$ cat src/design/rivm_regs.vh
`ifndef RIVM_REGS_VH
`define RIVM_REGS_VH
// ==========================================
// address layout
// ==========================================
`define RIVM_ADDR_W        16
`define RIVM_RESET_ADDR    16'h0000
`define RIVM_TABLE_OFFSET  16'h0002
`define RIVM_VEC_STRIDE    2
`define RIVM_BOOT_ADDR_DEF 16'h1C00
// ==========================================
// source counts
// ==========================================
`define RIVM_NUM_SRC       27
`define RIVM_IDX_W         5
`define RIVM_COMPAT_LAST   16'h002A
`define RIVM_NATIVE_LAST   16'h0036
`endif

$ cat src/design/rivm_vector_map.v
`timescale 1ns/10ps
`default_nettype none
`include "rivm_regs.vh"

module rivm_vector_map #(
  parameter [15:0] BOOT_RESET_ADDR = `RIVM_BOOT_ADDR_DEF,
  parameter        NUM_SRC         = `RIVM_NUM_SRC
) (
  input  wire                    i_sys_clk,
  input  wire                    i_reset,
  input  wire                    i_boot_reset_fuse,
  input  wire                    i_compat_layout_fuse,
  input  wire                    i_vector_base_select,
  input  wire [NUM_SRC-1:0]      i_irq_pending,
  input  wire                    i_irq_accept,
  output wire                    o_irq_request,
  output reg  [15:0]             o_reset_addr,
  output reg  [15:0]             o_vector_addr,
  output reg                     o_vector_valid,
  output reg  [4:0]              o_vector_source
);

  // ==========================================
  // fuse capture
  // ==========================================
  reg boot_fuse_reg;
  reg compat_fuse_reg;

  // fuses follow their pins through reset and freeze after it
  always @(posedge i_sys_clk) begin
    if (i_reset) begin
      boot_fuse_reg <= i_boot_reset_fuse;
    end else begin
      boot_fuse_reg <= boot_fuse_reg;
    end
  end

  always @(posedge i_sys_clk) begin
    if (i_reset) begin
      compat_fuse_reg <= i_compat_layout_fuse;
    end else begin
      compat_fuse_reg <= compat_fuse_reg;
    end
  end

  // ==========================================
  // layout constants
  // ==========================================
  // source index: 0..2 ext irqs, 3..4 pin change, 5..8 timer3,
  // 9..16 timer2, timer1 and timer0 events, 17 serial transfer,
  // 18..23 receive, buffer empty and transmit pairs,
  // 24 nv data, 25 comparator, 26 program store
  localparam integer EXT_LAST      = 2;
  localparam integer PIN_FIRST     = 3;
  localparam integer PIN_LAST      = 4;
  localparam integer T3_FIRST      = 5;
  localparam integer T3_LAST       = 8;
  localparam integer SHARED_FIRST  = 9;

  // slot arithmetic
  localparam integer NATIVE_VEC_UP = 2;
  localparam integer COMPAT_VEC_DN = 4;
  localparam integer VEC_STRIDE    = `RIVM_VEC_STRIDE;
  localparam integer TABLE_START   = `RIVM_TABLE_OFFSET;
  localparam [15:0]  COMPAT_LAST   = `RIVM_COMPAT_LAST;
  localparam [15:0]  NATIVE_LAST   = `RIVM_NATIVE_LAST;
  localparam [15:0]  RESET_VECTOR  = `RIVM_RESET_ADDR;

  // ==========================================
  // per-source slot table and priority chain
  // ==========================================
  wire [NUM_SRC-1:0]        src_eligible;
  wire [NUM_SRC:0]          claim_chain;
  wire [(NUM_SRC+1)*16-1:0] slot_chain;
  wire [(NUM_SRC+1)*5-1:0]  idx_chain;
  genvar                    g;

  // chains start empty below index 0
  assign claim_chain[0]   = 1'b0;
  assign slot_chain[15:0] = 16'h0000;
  assign idx_chain[4:0]   = 5'h00;

  generate
    for (g = 0; g < NUM_SRC; g = g + 1) begin : g_src
      // vector numbers count from 1; the reset vector is number 1
      localparam integer NATIVE_VEC  = g + NATIVE_VEC_UP;
      localparam integer COMPAT_VEC  = (g >= SHARED_FIRST) ? (g - COMPAT_VEC_DN) : NATIVE_VEC;
      localparam integer NATIVE_INT  = TABLE_START + VEC_STRIDE * (NATIVE_VEC - 2);
      localparam integer COMPAT_INT  = TABLE_START + VEC_STRIDE * (COMPAT_VEC - 2);
      localparam integer SRC_INT     = g;
      localparam [15:0]  NATIVE_SLOT = NATIVE_INT[15:0];
      localparam [15:0]  COMPAT_SLOT = COMPAT_INT[15:0];
      localparam [4:0]   SRC_IDX     = SRC_INT[4:0];

      localparam         IS_EXT      = (g <= EXT_LAST);
      localparam         IS_PIN      = (g >= PIN_FIRST) && (g <= PIN_LAST);
      localparam         IS_T3       = (g >= T3_FIRST) && (g <= T3_LAST);

      wire        compat_skip;
      wire        use_native;
      wire        eligible;
      wire        grant;
      wire [15:0] slot;
      wire [15:0] slot_term;
      wire [4:0]  idx_term;

      // compat layout has no pin-change or timer3 slots
      assign compat_skip     = (compat_fuse_reg == 1'b0) && (IS_PIN || IS_T3);
      assign use_native      = IS_EXT || compat_fuse_reg;
      assign slot            = use_native ? NATIVE_SLOT : COMPAT_SLOT;
      assign eligible        = i_irq_pending[g] && !compat_skip;
      assign src_eligible[g] = eligible;

      // lowest index claims first
      assign grant                      = eligible && !claim_chain[g];
      assign claim_chain[g+1]           = claim_chain[g] || eligible;
      assign slot_term                  = grant ? slot : 16'h0000;
      assign idx_term                   = grant ? SRC_IDX : 5'h00;
      assign slot_chain[(g+1)*16 +: 16] = slot_chain[g*16 +: 16] | slot_term;
      assign idx_chain[(g+1)*5 +: 5]    = idx_chain[g*5 +: 5] | idx_term;
    end
  endgenerate

  // ==========================================
  // priority result
  // ==========================================
  wire [4:0]  win_idx;
  wire        win_found;
  wire [15:0] slot_addr;

  assign win_found = claim_chain[NUM_SRC];
  assign win_idx   = idx_chain[NUM_SRC*5 +: 5];
  assign slot_addr = slot_chain[NUM_SRC*16 +: 16];

  // ==========================================
  // request to the core
  // ==========================================
  assign o_irq_request = |src_eligible;

  // ==========================================
  // layout bound
  // ==========================================
  wire [15:0] last_slot;
  wire        slot_in_range;

  assign last_slot     = compat_fuse_reg ? NATIVE_LAST : COMPAT_LAST;
  assign slot_in_range = (slot_addr <= last_slot);

  // ==========================================
  // vector base
  // ==========================================
  wire [15:0] base_next;
  wire [15:0] vector_next;

  assign base_next   = i_vector_base_select ? BOOT_RESET_ADDR : RESET_VECTOR;
  assign vector_next = base_next + slot_addr;

  // ==========================================
  // take
  // ==========================================
  wire take;

  assign take = i_irq_accept && win_found && slot_in_range;

  // ==========================================
  // reset address
  // ==========================================
  wire [15:0] reset_next;

  assign reset_next = boot_fuse_reg ? RESET_VECTOR : BOOT_RESET_ADDR;

  always @(posedge i_sys_clk) begin
    if (i_reset) begin
      o_reset_addr <= 16'h0000;
    end else begin
      o_reset_addr <= reset_next;
    end
  end

  // ==========================================
  // answer strobe
  // ==========================================
  always @(posedge i_sys_clk) begin
    if (i_reset) begin
      o_vector_valid <= 1'b0;
    end else begin
      o_vector_valid <= take;
    end
  end

  // ==========================================
  // vector outputs
  // ==========================================
  always @(posedge i_sys_clk) begin
    if (i_reset) begin
      o_vector_addr <= 16'h0000;
    end else if (take) begin
      o_vector_addr <= vector_next;
    end
  end

  always @(posedge i_sys_clk) begin
    if (i_reset) begin
      o_vector_source <= 5'h00;
    end else if (take) begin
      o_vector_source <= win_idx;
    end
  end

endmodule // rivm_vector_map
`default_nettype wire

$ cat config.mk
export PLATFORM = sky130hd
export DESIGN_NAME = rivm_vector_map
export DESIGN_NICKNAME = d
export VERILOG_FILES = /design/src/design/rivm_vector_map.v
export VERILOG_INCLUDE_DIRS = /design/src /design/src/design
export SDC_FILE = /design/constraint.sdc
export NUM_CORES = 1
export LEC_CHECK = 0
export ABC_AREA = 1
export ABC_CLOCK_PERIOD_IN_PS = 7160
export BUFFER_PORTS_ARGS = -buffer_cell sky130_fd_sc_hd__buf_2
export CORE_MARGIN = 5
export CORE_UTILIZATION = 45
export DETAILED_ROUTE_END_ITERATION = 8
export GPL_TIMING_DRIVEN = 1
export PLACE_DENSITY = 0.72
export SLEW_MARGIN = 40
export SYNTH_ARGS = -nofsm -noshare
export SYNTH_HDL_FRONTEND = slang
export SYNTH_SLANG_ARGS = --single-unit
export TNS_END_PERCENT = 30
$ cat constraint.sdc
create_clock -name i_sys_clk -period 7.16 [get_ports i_sys_clk]
set_input_delay 1.074 -clock i_sys_clk [delete_from_list [all_inputs] [get_ports i_sys_clk]]
set_output_delay 1.074 -clock i_sys_clk [all_outputs]
set_load 0.02 [all_outputs]
==> results.md, run 1 <==
- Period utilisation layout: around 48%
- Cell area after synthesis: approximately 1800 sq um
- Via Count: 1,807
- Final instance count without filler cells: 373
- Via density: 4.845
- Sequential Power Share: approximately two fifths
- Final hold vios: 0
- Vias in the first global route: roughly 1,500
- GRT Overall Usage: 14.55%
- Max Freq: roughly 0.3 GHz
- H-tree levels: 1
- CP max FO: 22
- Initial DRC count: 121
- GPL Wtd Cong: 0.8831
- R2r setup slk: approximately 4.1 ns
- Switching Share: between 30% and 40%
- Worst-path clk slew: 0.06 ns
- Top cell type's share of synthesized area: about 15%
- DP Area: 1909 sq um
- Final worst setup slack: 3.730 ns
- Worst slack, placed: approximately 3.5 ns
- DR WL/cell: 10.69 microns
- Max cap viols: 0
- PwrDens: 123.4 nW/um^2
- Die Span Y: 72.39 microns
- Post_cts resized: 0
- Fin util: 52.59%
- # rows: 22
- Final WL: around 4000 microns
- Syn_area_per_cell: around 6.2 sq um
- Switching Power: 0.08526 mW
- Kind of critical path: in -> reg
- Largest net degree at the start of global routing: 24
- Post-route DRC violation count: 0
- Yosys reg bits: 15
- Worst skew pair latency: 0.24 ns
- Critical path capture point type: flop
- Hpwl dp: 3389 microns
- WP data arrival: ~3.6 ns
- First-pass GRT wire length: 6279 microns
- Hold Crit Class: reg -> reg
- Worst EP required: 7.30 ns
- Clock Skew: 0.003704 ns
- Mapped Cells: 281
- Post-CTS Hold Buffers: 0
- Worst setup SP type: primary input
- RSZ-0062 raised after global routing: false
- Seq/Total Area, Yosys: 18.29%
- Share of layout cells above drive strength 1: 25.23%
- Clock share of power: 27.8%
- Antenna cells: 0
- Die area: around 5200 sq um
- # IOs: 72
- Dominant cell type by area after synthesis: dfxtp_1
- Setup Viol. Count Final: 0
- Pleak: between 1 and 1.5 nW
- Clock period minus worst slack: 3.430 ns
- Yosys warns: 0
- Post CTS Setup Buffer Count: 0
- Initial Utilization: a little under half
- Router iterations before antenna repair: 4
- Distinct cells, synth: 37
- DIE WIDTH: 72.39 microns
- Initial antenna violation count: 0
- Core ar.: 3716 sq um
- Gr ovfl total: 0
- Final Max Tran Viols: 0
- TritonCTS clock tree: yes
- Inst Count DP: 369
- Top Registers: o_vector_addr x6, o_vector_source x5
- Design Area, Final: 1954 sq um
- Max reg flops: 6
- Maximum vdd ir drop: roughly 0.053 mV
- Power Internal: roughly 0.16 mW
- PortBufs: 50
- Area grow syn2layout: 11.57%
- Outcome: completed
- Logic pwr share: between 30 and 40%
- Nets: 362
- Number of buffers created by CTS: 3
- Root buf cell: clkbuf_8
- Largest Register: o_vector_addr
- Fin Setup TNS: 0 ns
- Sink Count: 15
- Ranking of synthesized cells by area: dfxtp_1 15%, buf_4 11%, nand2_1 11%
- ANT nets after route: 0
- Worst-case clock buffer depth: 2
- Most frequent cells in the layout: 50 x nand2_1, 50 x buf_2, 49 x nor2_1
==> layout make-up <==
| cell class | count | area, sq um |
|---|---|---|
| Timing Repair Buffer | 51 | 257.7 |
| Fill cell | 416 | 1762 |
| Inverter | 40 | 150.1 |
| Sequential cell | 15 | 320.3 |
| Multi-Input combinational cell | 215 | 1121 |
| Tap cell | 48 | 60.06 |
| Clock buffer | 4 | 45.04 |
==> synth_stat cells <==
master / n
nor3_1: 2
or2_2: 1
nand3_1: 23
o21bai_1: 1
nand2_1: 50
nand3_2: 6
nor2_4: 2
edfxtp_1: 2
a211oi_1: 1
nor2_2: 5
buf_4: 25
inv_1: 37
nand4_1: 8
conb_1: 1
a31oi_1: 1
clkinv_1: 1
nor2_1: 49
buf_6: 3
inv_2: 2
nand2_2: 5
nand3_4: 2
nand2_4: 3
buf_2: 2
and3_1: 2
ha_1: 3
nor4_1: 1
o31ai_1: 1
o21ai_0: 4
o211ai_1: 2
o311ai_1: 2
clkbuf_1: 1
a21boi_1: 1
a21oi_1: 15
nor3b_1: 1
nor2_8: 2
nand3b_1: 1
dfxtp_1: 13
==> power by group through the flow <==
stage | logic [mW] | clock network [mW] | registers, mW
detailed placement | 0.0790 | 0 | 0.0970
global route | 0.0880 | 0.0749 | 0.0958
finish | 0.0791 | 0.0670 | 0.0951
CTS | 0.0792 | 0.0692 | 0.0952
global placement | 0.0780 | 0 | 0.0969
floorplan | 0.0625 | 0 | 0.101
==> cells by family (layout without fill, tap and decap cells) <==
logic type	count (synthesis)	after routing	share of synthesized area, %
flip-flops	15	15	18.29
AND/OR/NAND/NOR	163	163	48.00
adder cells (fa/ha/maj)	3	3	2.143
buffers and inverters	71	95	22.00
AO/OA/AOI/OAI	28	28	9.358
other	1	21	0.2141
==> critical path: stages <==
cell and delay (ns):
buf_2 0.12, nor2_4 0.16, nand3_4 0.12, nor2_8 0.18, nand3_4 0.15, nor2_8 0.17, inv_1 0.05, nor2_1 0.19
nand2_1 0.10, nand2_1 0.07, nor2_1 0.04, nand2_1 0.05, nor2_1 0.05, inv_1 0.05, ha_1 0.24, nand3_1 0.08
nand3b_1 0.08, nand2_1 0.11, inv_2 0.05, nand2_4 0.20, nand3_1 0.11, nand2_1 0.09, nor2_2 0.03
==> per-layer routing <==
layer	GRT usage (%)	vias up	wire, microns
met1	18.82	782	1762
met5	0	-	0
met3	2.770	10	344
li1	-	946	-
met4	4.508	0	73
met2	24.37	69	1807
==> worst paths after layout <==
path,start,end,cells past startpoint
min,boot_fuse_reg$_DFFE_PP_,o_reset_addr[11]$_SDFF_PP0_,1
max reg2reg,compat_fuse_reg$_DFFE_PP_,o_vector_addr[3]$_SDFFE_PP0P_,22
min reg2reg,boot_fuse_reg$_DFFE_PP_,o_reset_addr[11]$_SDFF_PP0_,1
max,i_irq_pending[1],o_vector_addr[3]$_SDFFE_PP0P_,23
==> stage by stage <==
| stage | hold WS [ns] | power (mW) |
|---|---|---|
| 6_report | 0.4024 | 0.2412 |
| 4_1_cts | 0.4067 | 0.2436 |
| 2_1_floorplan | 0.3817 | 0.1633 |
| 5_1_grt | 0.4173 | 0.2587 |
| 3_5_place_dp | 0.3988 | 0.1760 |
| 3_3_place_gp | 0.3897 | 0.1749 |
(Power assumes the default switching activity.)
==> run 2, diff against run 1 <==
- ABC_AREA: 1 -> 0
- ABC_CLOCK_PERIOD_IN_PS: 7160 -> 3050
- CORE_UTILIZATION: 45 -> 42
- PLACE_DENSITY: 0.72 -> 0.73
- clock period: 7.16 -> 3.05 ns (I/O delays scaled with it)
==> run 2 against run 1 <==
The flow now finishes with violations (negative setup slack). Largest power group is now combinational cells. Register-to-register slack got worse by 4.1 ns. Largest cell class unchanged. Hold slack worse by 0.023 ns. Combinational power rose to 3.2 times the previous value. Synthesized cell count shrank 34%. Clock-buffer cell count decreased by 1. Critical endpoint is now o_vector_source[2]$_SDFFE_PP0P_. First-iteration DRC count shrank 39%. Via count is 4.1% lower. Die area down 5.5%. Non-clock buffer count grew 51. Clock power up 140%. Setup slack got worse by 3.7 ns. Critical path depth down 11.
==> results.md, run 2 <==
- Die area: 4951 sq um
- DR WL/cell: about 14 microns
- Slowest library cell on the worst path: or4b_4
- Yosys warns: 0
- Crit-path max cell delay: 0.52 ns
- Sink Count: 15
- Antenna cells: 0
- Tot Pwr: 0.6294 mW
- Nets: 319
- Yosys reg bits: 15
- Via density: about 5.3
- R2R Path End: o_vector_source[2]$_SDFFE_PP0P_
- Most frequent cells in the layout: 50 x buf_2, 49 x buf_4, 21 x conb_1
- Power Internal: between 0.4 and 0.5 mW
- Mapped Cells: around 190
- Pleak: 0.9890 nW
- Sequential Power Share: about a third
- Clock share of power: 25.1%
- PwrDens: around 280 nW/um^2
- Reg-to-reg critical path startpoint: compat_fuse_reg$_DFFE_PP_
- H-tree levels: 1
- TritonCTS clock tree: yes
- Design Area, Final: 2237 sq um
- Initial DRC count: 74
- First-pass GRT wire length: 7562 microns
- Via Count: 1,733
- Cell area after synthesis: roughly 1500 sq um
- Post-CTS Hold Buffers: 0
- Worst-case clock buffer depth: 2
- Die Span Y: 70.36 microns
- Final Max Tran Viols: 0
- Logic pwr share: 39.8%
- Syn_area_per_cell: between 8 and 9 sq um
- Top cell types by occurrence after synthesis: 26 x buf_4, 15 x nor2_1, 13 x dfxtp_1
- Failing checks: negative setup slack
- Vias in the first global route: 1,711
- Final WL: 4719 microns
- CP max FO: 4
- Period utilisation layout: 100.1%
- Max cap viols: 0
- Crit-path cells: or4b_4, or4b_4, o21ai_4, nor3_2, a21oi_2, ha_2, a21o_1, a21oi_2, nor2_2, o2bb2ai_4, a21oi_4, mux2_4
- Setup Viol. Count Final: 1
- Top Registers: o_vector_addr x6, o_vector_source x5
- Max Freq: 0.3275 GHz
- Ranking of synthesized cells by area: dfxtp_1 17%, buf_4 13%, a211oi_1 4.4%
- Worst setup SP type: flop
- Initial antenna violation count: 0
- CP Launch Point: compat_fuse_reg$_DFFE_PP_
- Max reg flops: 6
- Switching Power: 0.2189 mW
- Clock period minus worst slack: 3.053 ns
- Core ar.: 3606 sq um
- Number of buffers created by CTS: 3
- Hpwl dp: 3819 microns
- Initial Utilization: 42.44%
- Critical Path Sink: o_vector_source[2]$_SDFFE_PP0P_
- Worst skew pair latency: approximately 0.25 ns
- Clock Skew: 0.006857 ns
- DIE WIDTH: 70.36 microns
- Root buf cell: clkbuf_8
- GRT Overall Usage: 18.41%
- Asr flop ratio synth: 0%
- # rows: 22
- Worst Max-Slew Pin Slew: 0.5347 ns
- Top cell type's share of synthesized area: 17.01%
- WP data arrival: 3.19 ns
- Final hold vios: 0
- Gr ovfl total: 0
- Largest Register: o_vector_addr
- Router iterations before antenna repair: 4
- Dominant cell type by area after synthesis: dfxtp_1
- Switching Share: between 30% and 40%
- Largest net degree at the start of global routing: 21
- Commonest non-fill, non-tap cell in the layout: buf_2
- Critical path capture point type: flop
- Outcome: complete, but fails checks
- Worst-path clk slew: around 0.06 ns
- Worst reg-to-reg path cell count: 12
- Worst slack, placed: -0.2721 ns
- ANT nets after route: 0
- PortBufs: 50
- Post-synth EDFFs: 2
- Fin Hold WS: 0.3798 ns
- GPL Wtd Cong: 0.9025
- Normalized max-slew margin: a little under two thirds
- RSZ-0062 raised after global routing: true
- R2r setup slk: -0.003 ns
- Worst EP required: 3.19 ns
- Hold Crit Class: in -> reg
- Number of fill cells: 351
- Kind of critical path: reg -> reg
- Area grow syn2layout: 46.20%
- Maximum vdd ir drop: about 0.11 mV
- DP Area: 2074 sq um
- Top-count cell post-synth: buf_4
- Final worst setup slack: -0.003044 ns
- # IOs: 72
- Share of layout cells above drive strength 1: a little under 50%
- Seq/Total Area, Yosys: 20.93%
- Ys flop type: dfxtp_1
- Distinct cells, synth: 60
- Post-route DRC violation count: 0
==> run 2: area by class of cell <==
class	instances	area, sq um	share of cell area (%)
multi-input cells	155	1136	50.78
clock inverters	1	5.005	0.2237
repair buffers	102	651.9	29.14
clock buffers	3	41.29	1.846
inverters	6	22.52	1.007
flip-flops and latches	15	320.3	14.32
well taps	48	60.06	2.685
==> run 2: kinds of logic after synthesis <==
family,count (synthesis),share of synthesized area [%]
adders and majority gates,3,2.453
muxes,4,2.698
other,1,0.2451
DFF,15,20.93
buffers and inverters,36,15.78
AOI/OAI and AO/OA,58,30.75
and+or+nand+nor,69,27.15
==> run 2: layer usage <==
metal  up-vias  GRT usage [%]  part of all wire [%]
met2        56          33.26                    53
li1        865              -                     -
met4         0          4.681                   1.0
met1       806          22.30                    40
met5         -              0                     0
met3         6          3.022                   5.8
==> run 2: worst min path at each step <==
| stage | startpoint | slack [ns] | to | depth (start not counted) |
|---|---|---|---|---|
| 3_3_place_gp | boot_fuse_reg$_DFFE_PP_ | 0.39 | o_reset_addr[11]$_SDFF_PP0_ | 1 |
| 6_report | i_compat_layout_fuse | 0.38 | compat_fuse_reg$_DFFE_PP_ | 1 |
| 4_1_cts | i_compat_layout_fuse | 0.38 | compat_fuse_reg$_DFFE_PP_ | 1 |
| 3_5_place_dp | boot_fuse_reg$_DFFE_PP_ | 0.40 | o_reset_addr[11]$_SDFF_PP0_ | 1 |
| 2_1_floorplan | boot_fuse_reg$_DFFE_PP_ | 0.39 | o_reset_addr[11]$_SDFF_PP0_ | 1 |
| 5_1_grt | i_compat_layout_fuse | 0.37 | compat_fuse_reg$_DFFE_PP_ | 1 |
==> run 2: power by group through the flow <==
| stage | Sequential, mW | Clock (mW) | Combinational [mW] |
|---|---|---|---|
| after detailed placement | 0.225 | 0 | 0.229 |
| after global placement | 0.225 | 0 | 0.225 |
| after floorplan | 0.238 | 0 | 0.134 |
| after global routing | 0.223 | 0.172 | 0.271 |
| after CTS | 0.221 | 0.158 | 0.233 |
| final | 0.221 | 0.158 | 0.250 |
==> run 2: stage by stage <==
step,utilization [%],setup TNS [ns],cells
after detailed placement,57.53,-2.242,324
after global placement,57.53,-1.538,324
after global routing,62.04,-0.8993,330
after CTS,59.37,-0.1494,328
final,62.04,-0.003044,330
after floorplan,-,-1.287,206
==> run 2: timing repair <==
action | in CTS | in global routing
endpoints found under the setup margin | 6 | 12
resized for setup | 5 | 16
endpoints found under the hold margin | 0 | 0
setup buffers | 0 | 2
pin swaps | 3 | 11
==> run 2: critical path, delay by kind of cell (launching register included) <==
| kind | cells | cell delay, ns |
|---|---|---|
| adder cells (fa/ha/maj) | 1 | 0.18 |
| multiplexers | 1 | 0.31 |
| flip-flops | 1 | 0.46 |
| AO/OA/AOI/OAI | 6 | 0.71 |
| AND/OR/NAND/NOR | 4 | 1.28 |
==> run 3, diff against run 2 <==
- MAX_ROUTING_LAYER: default -> met4
==> run 3 against run 2 <==
Wire length rose by 0.91%. Sequential power about the same. Non-clock buffer count down 2. Largest cell class unchanged. Clock skew down 0.0033 ns. Critical endpoint is now o_vector_addr[3]$_SDFFE_PP0P_. The run now ends clean. Combinational power about the same. Global-route usage is 0.074 points lower. Hold slack gained 0.0017 ns. Register-to-register slack improved by 0.03 ns. Sequential cell count unchanged. Maximum frequency up 0.98%.
==> results.md, run 3 (synthesized netlist as in run 2, its figures left out) <==
- Worst-case clock buffer depth: 2
- Max Freq: 0.3308 GHz
- Most frequent cells in the layout: 49 x buf_2, 47 x buf_4, 21 x conb_1
- Design Area, Final: 2231 sq um
- CP max FO: 4
- Area grow syn2layout: 45.79%
- Critical path capture point type: flop
- Final WL: 4762 microns
- Switching Share: a little over a third
- Via density: 5.341
- Nets: 317
- Die Span Y: 70.36 microns
- Largest Register: o_vector_addr
- Root buf cell: clkbuf_8
- Hold Crit Class: in -> reg
- PortBufs: 50
- Clock period minus worst slack: 3.023 ns
- Final Max Tran Viols: 0
- Die area: 4951 sq um
- Initial Utilization: 42.44%
- Clock Skew: 0.003587 ns
- Commonest non-fill, non-tap cell in the layout: buf_2
- Max cap viols: 0
- DR WL/cell: 14.52 microns
- # IOs: between 70 and 80
- # rows: 22
- Clock share of power: 25.7%
- Period utilisation layout: between 90% and 100%
- Largest net degree at the start of global routing: 21
- Via Count: about 1,800
- Share of layout cells above drive strength 1: 49.29%
- Power Internal: 0.4117 mW
- GRT Overall Usage: 18.33%
- First-pass GRT wire length: a little over 7000 microns
- RSZ-0062 raised after global routing: true
- PwrDens: about 280 nW/um^2
- ANT nets after route: 0
- Top Registers: o_vector_addr x6, o_vector_source x5
- Sequential Power Share: 34.8%
- Max reg flops: 6
- Pleak: 0.9847 nW
- Initial antenna violation count: 0
- Fin util: 61.87%
- Gr ovfl total: 0
- Vias in the first global route: 1,667
- Router iterations before antenna repair: 4
- DIE WIDTH: 70.36 microns
- Maximum vdd ir drop: 0.1193 mV
- Core ar.: roughly 3600 sq um
- Sink Count: 15
- Worst-path clk slew: around 0.06 ns
- Switching Power: 0.2235 mW
- Logic pwr share: 39.5%
- Worst setup SP type: flop
- TritonCTS clock tree: yes
- Setup Viol. Count Final: 0
- Worst EP required: 3.21 ns
- Tot Pwr: 0.6352 mW
- Final hold vios: 0
- WP data arrival: between 3 and 4 ns
- Initial DRC count: 106
- H-tree levels: 1
- Worst skew pair latency: 0.25 ns
- GPL Wtd Cong: 0.8928
- Number of buffers created by CTS: 3
- DP Area: 2067 sq um
- Outcome: completed
- Kind of critical path: reg -> reg
- Number of fill cells: between 300 and 400
- Antenna cells: 0
- Fin Setup TNS: 0 ns
- Post-route DRC violation count: 0
- Hpwl dp: 3793 microns
-- run 3: cell types whose count changed in the layout (fill, tap and decap cells not counted), sizes merged --
cell | before | now
buf | 102 | 100
-- run 3: path summary, 6_finish.rpt --
| check | startpoint | slack [ns] | end | cells after the start |
|---|---|---|---|---|
| worst max register to register | compat_fuse_reg$_DFFE_PP_ | 0.03 | o_vector_addr[3]$_SDFFE_PP0P_ | 15 |
| worst min register to register | boot_fuse_reg$_DFFE_PP_ | 0.40 | o_reset_addr[11]$_SDFF_PP0_ | 1 |
| worst max-delay path | compat_fuse_reg$_DFFE_PP_ | 0.03 | o_vector_addr[3]$_SDFFE_PP0P_ | 15 |
| worst min-delay path | i_boot_reset_fuse | 0.38 | boot_fuse_reg$_DFFE_PP_ | 1 |
-- run 3: layer usage --
layer	up-vias	GRT usage (%)	share of wire, %
met4	0	7.234	2.1
li1	858	-	-
met2	83	30.87	50
met1	800	22.30	40
met3	11	1.871	7.9
met5	-	-	0
-- run 3: metrics by stage --
stage | worst slack [ns] | instances | hold slack [ns]
floorplan | -0.2142 | 206 | 0.3851
global placement | -0.1828 | 323 | 0.3918
detailed placement | -0.2938 | 323 | 0.3942
CTS | -0.03598 | 328 | 0.3826
global route | -0.07059 | 328 | 0.3828
finish | 0.02665 | 328 | 0.3815
-- run 3: cell type report --
cell class	count	area, sq um	share of cell area [%]
clock inverter	1	5.005	0.2243
tap	48	60.06	2.692
sequential	15	320.3	14.36
clock buffer	3	41.29	1.851
inverter	6	22.52	1.010
multi-input combinational	155	1139	51.04
timing repair buffer	100	643.1	28.83
-- run 3: critical path, stage by stage, from the launching register on --
cell and delay, ns:
edfxtp_1 0.48, buf_6 0.18, o41ai_4 0.05, nand3_2 0.13, or2_4 0.25, o32a_1 0.31
or2_1 0.23, nand2_1 0.10, ha_4 0.21, a21o_1 0.17, a21oi_2 0.16, nor2_2 0.07
o2bb2ai_4 0.18, buf_6 0.14, a211oi_1 0.05, a311oi_2 0.21
-- run 3: what timing repair did --
item,CTS,global route
endpoints found under the setup margin,6,12
buffers inserted,1,0
resized for setup,3,20
cloned,0,0
hold buffers,0,0
pin swaps,3,10
-- run 3: power groups by stage --
stage                     clock network [mW]  logic, mW  registers [mW]
after CTS                              0.163      0.232           0.221
after detailed placement                   0      0.228           0.225
after global placement                     0      0.225           0.225
after floorplan                            0      0.134           0.238
after global routing                   0.173      0.270           0.223
final                                  0.163      0.251           0.221
